File: config.mk
export PLATFORM = sky130hd
export DESIGN_NAME = uftr_core
export DESIGN_NICKNAME = d
export VERILOG_FILES = /design/src/uftr_pkg.sv /design/src/uftr_core.sv
export SDC_FILE = /design/constraint.sdc
export NUM_CORES = 1
export LEC_CHECK = 0
export BUFFER_PORTS_ARGS = -buffer_cell sky130_fd_sc_hd__buf_2
export CORE_ASPECT_RATIO = 1.25
export CORE_MARGIN = 2
export CORE_UTILIZATION = 44
export DETAILED_ROUTE_END_ITERATION = 12
export GPL_TIMING_DRIVEN = 0
export PLACE_DENSITY = 0.73
export SLEW_MARGIN = 20
export SYNTH_ARGS = -nofsm -noshare
export SYNTH_HDL_FRONTEND = slang
export SYNTH_SLANG_ARGS = --single-unit
File: constraint.sdc
create_clock -name ref_clk_i -period 2.2 [get_ports ref_clk_i]
set_input_delay 0.11 -clock ref_clk_i [delete_from_list [all_inputs] [get_ports ref_clk_i]]
set_output_delay 0.11 -clock ref_clk_i [all_outputs]
set_load 0.1 [all_outputs]
File: src/uftr_pkg.sv
package uftr_pkg;

    // width of fifo occupancy counts, 0..64
    localparam int          CNT_W            = 7;

    // register offsets on the 3-bit host address
    localparam logic [2:0]  ADDR_ALT_FN      = 3'h2;
    localparam logic [2:0]  ADDR_FLOW        = 3'h6;
    localparam logic [2:0]  ADDR_TRIG        = 3'h7;
    localparam logic [2:0]  ADDR_RDY         = 3'h7;

    // line_control[7:5] pattern that opens the alternate function slot
    localparam logic [2:0]  LINE_ALT_KEY     = 3'h4;

    // bit positions in the channel control registers
    localparam int          FEAT_WEN_BIT     = 4;
    localparam int          FEAT_FLOW_BIT    = 6;
    localparam int          MODEM_RTS_BIT    = 1;
    localparam int          MODEM_RDY_BIT    = 2;
    localparam int          MODEM_LOOP_BIT   = 4;
    localparam int          MODEM_WIN_BIT    = 6;

    // fifo_ready_status field positions
    localparam int          RDY_TX_POS       = 0;
    localparam int          RDY_RX_POS       = 4;

    // values after reset
    localparam logic [7:0]  FLOW_RST         = 8'h00;
    localparam logic [7:0]  TRIG_RST         = 8'h00;
    localparam logic [7:0]  RDATA_RST        = 8'h00;
    localparam logic [7:0]  READY_RST        = 8'h00;
    localparam logic [1:0]  RTS_N_RST        = 2'h3;

    // host bus cycle, sampled on ref_clk_i
    typedef struct packed {
        logic             cs_a_n;
        logic             cs_b_n;
        logic [2:0]       addr;
        logic             wr;
        logic             rd;
        logic [7:0]       wdata;
    } uftr_bus_t;

    // per-channel view of the surrounding uart
    typedef struct packed {
        logic [7:0]       feat;
        logic [7:0]       modem;
        logic [7:0]       line;
        logic [CNT_W-1:0] fifo_tx_lvl;
        logic [CNT_W-1:0] fifo_rx_lvl;
        logic [CNT_W-1:0] tx_free;
        logic [CNT_W-1:0] rx_count;
        logic             rx_timeout;
    } uftr_chan_t;

    // whole state of the block
    typedef struct packed {
        logic [1:0][7:0]  flow;
        logic [1:0][7:0]  trig;
        logic [7:0]       rdata;
        logic             rd_valid;
        logic             alt_hit;
        logic [1:0]       rts_n;
        logic [7:0]       ready;
    } uftr_state_t;

endpackage : uftr_pkg

File: src/uftr_core.sv
`timescale 1ns/1ps
module uftr_core (
    input  wire logic                      ref_clk_i,
    input  wire logic                      reset_n_i,
    input  wire uftr_pkg::uftr_bus_t       bus_i,
    input  wire uftr_pkg::uftr_chan_t [1:0] chan_i,
    output logic [7:0]                     rdata_o,
    output logic                           rd_valid_o,
    output logic                           alt_sel_o,
    output logic [1:0]                     rts_n_o,
    output logic [7:0]                     fifo_ready_o
);

    // nibble times four, as a byte count
    function automatic logic [uftr_pkg::CNT_W-1:0] scale_lvl(
        input logic [3:0] nib
    );
        scale_lvl = {1'b0, nib, 2'b00};
    endfunction : scale_lvl

    // zero nibble hands the level back to fifo control
    function automatic logic [uftr_pkg::CNT_W-1:0] eff_lvl(
        input logic [3:0]                 nib,
        input logic [uftr_pkg::CNT_W-1:0] ctl_lvl
    );
        eff_lvl = (nib == 4'h0) ? ctl_lvl : scale_lvl(nib);
    endfunction : eff_lvl

    uftr_pkg::uftr_state_t st;
    uftr_pkg::uftr_state_t st_next;
    logic [1:0]            sel;
    logic [1:0]            win;
    logic                  ch;
    logic                  acc;

    // which channels the host addresses, and their enable window
    always_comb
    begin
        sel = {~bus_i.cs_b_n, ~bus_i.cs_a_n};
        ch  = bus_i.cs_a_n;                          // channel A wins reads
        acc = (sel != 2'b00) && (bus_i.wr || bus_i.rd);
        for (int c = 0; c < 2; c++)
        begin
            win[c] = chan_i[c].feat[uftr_pkg::FEAT_WEN_BIT] &&
                     chan_i[c].modem[uftr_pkg::MODEM_WIN_BIT];
        end
    end

    // next state: status, request outputs, register access
    always_comb
    begin
        st_next          = st;
        st_next.rd_valid = 1'b0;
        st_next.alt_hit  = 1'b0;
        st_next.ready    = 8'h00;
        for (int c = 0; c < 2; c++)
        begin
            // live compare, no latching of old levels
            st_next.ready[uftr_pkg::RDY_TX_POS + c] =
                chan_i[c].tx_free >=
                eff_lvl(st.trig[c][3:0], chan_i[c].fifo_tx_lvl);
            st_next.ready[uftr_pkg::RDY_RX_POS + c] =
                (chan_i[c].rx_count >
                 eff_lvl(st.trig[c][7:4], chan_i[c].fifo_rx_lvl)) ||
                chan_i[c].rx_timeout;
            // halt checked first: inconsistent levels are not repaired
            if (chan_i[c].feat[uftr_pkg::FEAT_FLOW_BIT])
            begin
                if (chan_i[c].rx_count >= scale_lvl(st.flow[c][3:0]))
                    st_next.rts_n[c] = 1'b1;
                else if (chan_i[c].rx_count <= scale_lvl(st.flow[c][7:4]))
                    st_next.rts_n[c] = 1'b0;
            end
            else
            begin
                st_next.rts_n[c] =
                    ~chan_i[c].modem[uftr_pkg::MODEM_RTS_BIT];
            end
        end
        if (acc)
        begin
            if (bus_i.addr == uftr_pkg::ADDR_ALT_FN &&
                chan_i[ch].line[7:5] == uftr_pkg::LINE_ALT_KEY)
            begin
                st_next.alt_hit = 1'b1;
            end
            // read data only moves on an answered read
            else if (win[ch] && bus_i.addr == uftr_pkg::ADDR_FLOW)
            begin
                if (bus_i.rd)
                    st_next.rdata = st.flow[ch];
                st_next.rd_valid = bus_i.rd;
            end
            else if (win[ch] && bus_i.addr == uftr_pkg::ADDR_TRIG)
            begin
                if (bus_i.rd)
                    st_next.rdata = st.trig[ch];
                st_next.rd_valid = bus_i.rd;
            end
            else if (bus_i.addr == uftr_pkg::ADDR_RDY && bus_i.rd &&
                     chan_i[ch].modem[uftr_pkg::MODEM_RDY_BIT] &&
                     !chan_i[ch].modem[uftr_pkg::MODEM_LOOP_BIT])
            begin
                st_next.rdata    = st_next.ready;
                st_next.rd_valid = 1'b1;
            end
            // writes: every selected channel with its own window open
            for (int c = 0; c < 2; c++)
            begin
                if (bus_i.wr && sel[c] && win[c])
                begin
                    if (bus_i.addr == uftr_pkg::ADDR_FLOW)
                        st_next.flow[c] = bus_i.wdata;
                    else if (bus_i.addr == uftr_pkg::ADDR_TRIG)
                        st_next.trig[c] = bus_i.wdata;
                end
            end
        end
    end

    // state register
    always_ff @(posedge ref_clk_i or negedge reset_n_i)
    begin
        if (!reset_n_i)
        begin
            st.flow     <= {uftr_pkg::FLOW_RST, uftr_pkg::FLOW_RST};
            st.trig     <= {uftr_pkg::TRIG_RST, uftr_pkg::TRIG_RST};
            st.rdata    <= uftr_pkg::RDATA_RST;
            st.rd_valid <= 1'b0;
            st.alt_hit  <= 1'b0;
            st.rts_n    <= uftr_pkg::RTS_N_RST;
            st.ready    <= uftr_pkg::READY_RST;
        end
        else
        begin
            st <= st_next;
        end
    end

    // outputs straight from the state flops
    assign rdata_o      = st.rdata;
    assign rd_valid_o   = st.rd_valid;
    assign alt_sel_o    = st.alt_hit;
    assign rts_n_o      = st.rts_n;
    assign fifo_ready_o = st.ready;
endmodule : uftr_core

After elaboration in Yosys (flattened, before gate mapping)
Index checks and enable logic that the tools add are counted.
{ "totals": {"elab_cells": 87, "regBits": 48, "n_memories": 0, "in_bits": 123, "output_inout_bits": 20, "ram_bits": 0, "latchBits": 0, "rom_bits": 0} }
{ "op_classes": {"bitwise": 6, "n_mul": 0, "eq_ne": 8, "add_sub_neg": 0, "div_mod_pow": 0, "n_lt_le_gt_ge": 9, "shift": 0, "mux": 26, "reduce_logical": 28} }
{ "op_table": {"columns": ["op", "count"], "rows": [
  ["42-bit two-way mux", 2],
  ["8-bit two-way mux", 6],
  ["7-bit two-way mux", 4],
  ["9-bit two-way mux", 3],
  ["4-bit logical NOT", 4],
  ["7-bit by 6-bit >= comparator with 1-bit output", 2],
  ["7-bit >= comparator", 2],
  ["7-bit greater-than comparator", 2],
  ["7-bit by 6-bit less-or-equal comparator with 1-bit output", 2],
  ["1-bit logical AND", 13],
  ["1-bit two-way mux", 10],
  ["3-bit == test, second input constant", 3],
  ["4-bit AND reduction", 2],
  ["3-bit by 1-bit inequality test with 1-bit output, second input constant", 2],
  ["1-bit NOT", 6],
  ["3-bit AND reduction", 2],
  ["5-bit AND reduction", 1],
  ["2-bit inequality test, second input constant", 2],
  ["3-bit by 2-bit == test with 1-bit output, second input constant", 1],
  ["1-bit logical OR", 3],
  ["3-bit nonzero test", 1],
  ["1-bit by 2-bit less-than comparator with 1-bit output, second input constant", 1],
  ["2-bit two-way mux", 1],
  ["2-bit nonzero test", 1],
  ["1-bit logical NOT", 1]
]} }

Depth between registers and ports, before layout
{ "logic_depth": {"depth_word": 9, "ltp_mapped": 8, "depth_no_buf": 8} }

Worst setup path before layout
No wires, ideal clock.
{ "synth_path": {"path_kind": "register to register", "start": "register st[26] (netlist bit)", "end": "register st, in the netlist rdata_o[4]", "path_stages_with_launch": 8, "n_path_buf": 0, "arrival_time_ps": 2322, "setup_time_ps": 126, "required_time_ps": 2074, "setup_slack_ps": -248, "period_less_slack_ps": 2448, "path_cell_list": "dfrtp_1 -> nor4_1 -> nand2_1 -> ha_1 -> nand4_1 -> or4b_2 -> o21a_1 -> a221o_1"} }
{ "synth_rtl": {"columns": ["item", "line_no", "rtl"], "rows": [
  ["start: declaration", "uftr_core.sv:29", "uftr_pkg::uftr_state_t st;"],
  ["start signal: assignment", "uftr_core.sv:136", "st <= st_next;"]
]} }

==> impl_metrics.toml <==
[status]
outcome = "complete, but fails checks"
violations = "negative setup slack"

[clock_tree]
cts_max_level = 2
cts_inserted_buffers = 5
tritoncts = "built"
clock-sinks = 48
worstSkewPairLatency_ns = 0.31
root_buffer = "clkbuf_8"
clk_pin_slew_worst_paths_ns = 0.09
cts_buffer_depth = 2

[logic_synthesis]
synthTopCellsByArea = "dfrtp_1 33%, ha_1 16%, mux2_2 6.4%, nand2_1 4.4%, buf_4 4.3%"
syn_inst = 367
synth_top_area_share_pct = 32.7
yosysMostFrequentCell = "dfrtp_1"
synth_area_per_cell_um2 = 9.58
synth_common_cells = "46 x dfrtp_1, 44 x ha_1, 41 x nand2_1, 31 x inv_1, 22 x a21oi_1"
synth_flop_cell = "dfrtp_1"
yosysSeqAreaShare_pct = 34.2
ys_warn_count = 0
ys_seq_elements = 48
synth_edf_count = 0
synth-async-reset-ratio_pct = 100
syn_area_mm2 = 0.00352
synth.distinct_cells = 46
netlist.top_cell.by_area = "dfrtp_1"

[layout]
syn2layout_area_growth_pct = 28.7
drive_gt1_share_pct = 40.8
regArea_mm2 = 0.00121
diodes = 0
multi_input_area_mm2 = 0.00216
fin_cells = 592
fin_util_pct = 58.1
nets = 663
n_fill_cell = 699

[critical_path]
reg2reg_from = "st[25]"
crit_fanout = 3
cp-end-kind = "register"
cp_data_required_time_ns = 2.40
crit_start = "st[25]"
timing.reg2reg.setup_slack_ns = -0.17
cp.arrival_ns = 2.58
crit_type = "reg2reg"
cp-start-kind = "register"

[routing]
vias_per_cell = 5.40
ant_nets = 0
drtPass1Iterations = 4
avgRoutedWirePerCell_um = 15.4
drc_errors = 0
vias = 3195
routed_wl_um = 9130
drt_first_iter_violations = 142

[placement]
dpl.hpwl_um = 7280
portBuffers = 106
dp_slack_ns = -0.400
gp_congestion = 0.888
dpl.cell_count = 571

[global_route]
grt_max_degree = 49
antenna_found_initial = 0
grtUsageTotal_pct = 21.4
overflow = 0
grt_pass1_wl_um = 15300
grt_pass1_vias = 3367

[timing]
fmax_mhz = 421
rsz0062_at_grt = "true"
slew_headroom_pct = 59.3
holdWs_ns = 0.0367
fin_ws_ns = -0.175
min_period_ns = 2.37
worst_pin_slew_ns = 0.611
fin_worst_skew_ns = 0.0103
finalCritPeriodShare_pct = 108
hold_violations = 0
maxSlewViolCount = 0
finalSetupViolations = 1

[floorplan]
core_area_mm2 = 0.00779
die_h_um = 104
initial_core_util_pct = 45.1
rows = 36
die_w_um = 84.0
ios = 143
die_area_mm2 = 0.00873

[job]
max-cap-violations = 0

[power]
total_power_uw = 3050
power_leakage_uw = 0.00228
p_per_area_mw_per_mm2 = 674
ir_drop_mv = 0.428

[worst_hold_path]
hp-start = "chan_i[104]"
worstHoldPathType = "in2reg"
registers in the layout (all words and copies together), names as in the netlist:
register	count
st	32
rdata_o	8
fifo_ready_o	4
rts_n_o	2
alt_sel_o	1
rd_valid_o	1
stage by stage:
step / cell area [um2] / setup TNS [ns]
6_report: 4530 / -0.175
5_1_grt: 4530 / -0.319
4_1_cts: 4420 / -0.155
3_5_place_dp: 4200 / -1.07
3_3_place_gp: 4200 / -0.844
2_1_floorplan: 3550 / -0.0753
final cells by class:
class | instances | share of cell area [%]
plain buffers | 27 | 4.14
well taps | 95 | 2.63
repair buffers | 119 | 14.1
clock buffers | 7 | 1.91
clock inverters | 1 | 0.166
inverters | 31 | 2.57
flip-flops and latches | 48 | 26.8
multi-input cells | 264 | 47.7
timing repair:
| action | in CTS | in global routing |
|---|---|---|
| hold buffers | 2 | 1 |
| buffers inserted | 6 | 4 |
| hold endpoints to repair | 2 | 46 |
| endpoints found under the setup margin | 7 | 4 |
| pin swaps | 5 | 12 |
| resized for setup | 12 | 17 |
worst paths after layout:
path,end,cells after the start
setup / recovery,rdata_o[4],7
hold / removal,rts_n_o[1],3
setup reg to reg,rdata_o[4],7
hold reg to reg,rdata_o[2],2
max in group asynchronous,st[35],2
min in group asynchronous,fifo_ready_o[1],2
critical path, stage by stage, from the launching register on:
cell,delay (ns)
dfrtp_2,0.44
nor4_4,0.38
nand2_2,0.12
ha_4,0.28
nand4_1,0.10
or4b_4,0.50
o21a_4,0.15
a221o_1,0.29
cell usage in the layout, fill, tap and decap left out, types with 3 or more instances in the layout:
cell and n:
dlygate4sd3_1 3, and3_1 4, nand2b_1 3, o21a_1 5, buf_2 108, mux2_2 20
inv_1 31, nand2_1 38, ha_1 40, nor2_1 10, ha_4 4, mux2i_1 4
nand3_1 6, nor3_1 4, o21ai_0 17, nor2b_1 5, mux4_2 6, o221ai_1 3
nor4_4 4, and2_1 5, conb_1 4, a22oi_1 3, clkbuf_1 4, clkbuf_8 6
a21oi_1 21, nand4_1 9, dfrtp_1 37, nand2_2 3, o21ai_1 7, buf_4 31
dfrtp_2 9, a31oi_1 9
metal layers:
metal	global-route usage [%]	up-vias	wire length, um
li1	-	1564	-
met5	0	-	0
met1	24.5	1520	3600
met2	39.9	95	4910
met3	3.65	16	423
met4	6.45	0	204
report_power, final:
group          internal (uW)  switching [uW]
Combinational            568             784
Clock                    256             304
Sequential              1020             123
logic make-up (layout without fill, tap and decap cells):
logic type	count (synthesis)	after routing	synth area share (%)
compound gates	82	82	14.4
buf+inv	58	185	8.64
flops	48	48	34.2
mux	30	30	11.4
other cells	1	4	0.107
simple gates	104	104	15.6
fa+ha+maj	44	44	15.7
Power figures use the tool's default switching activity.
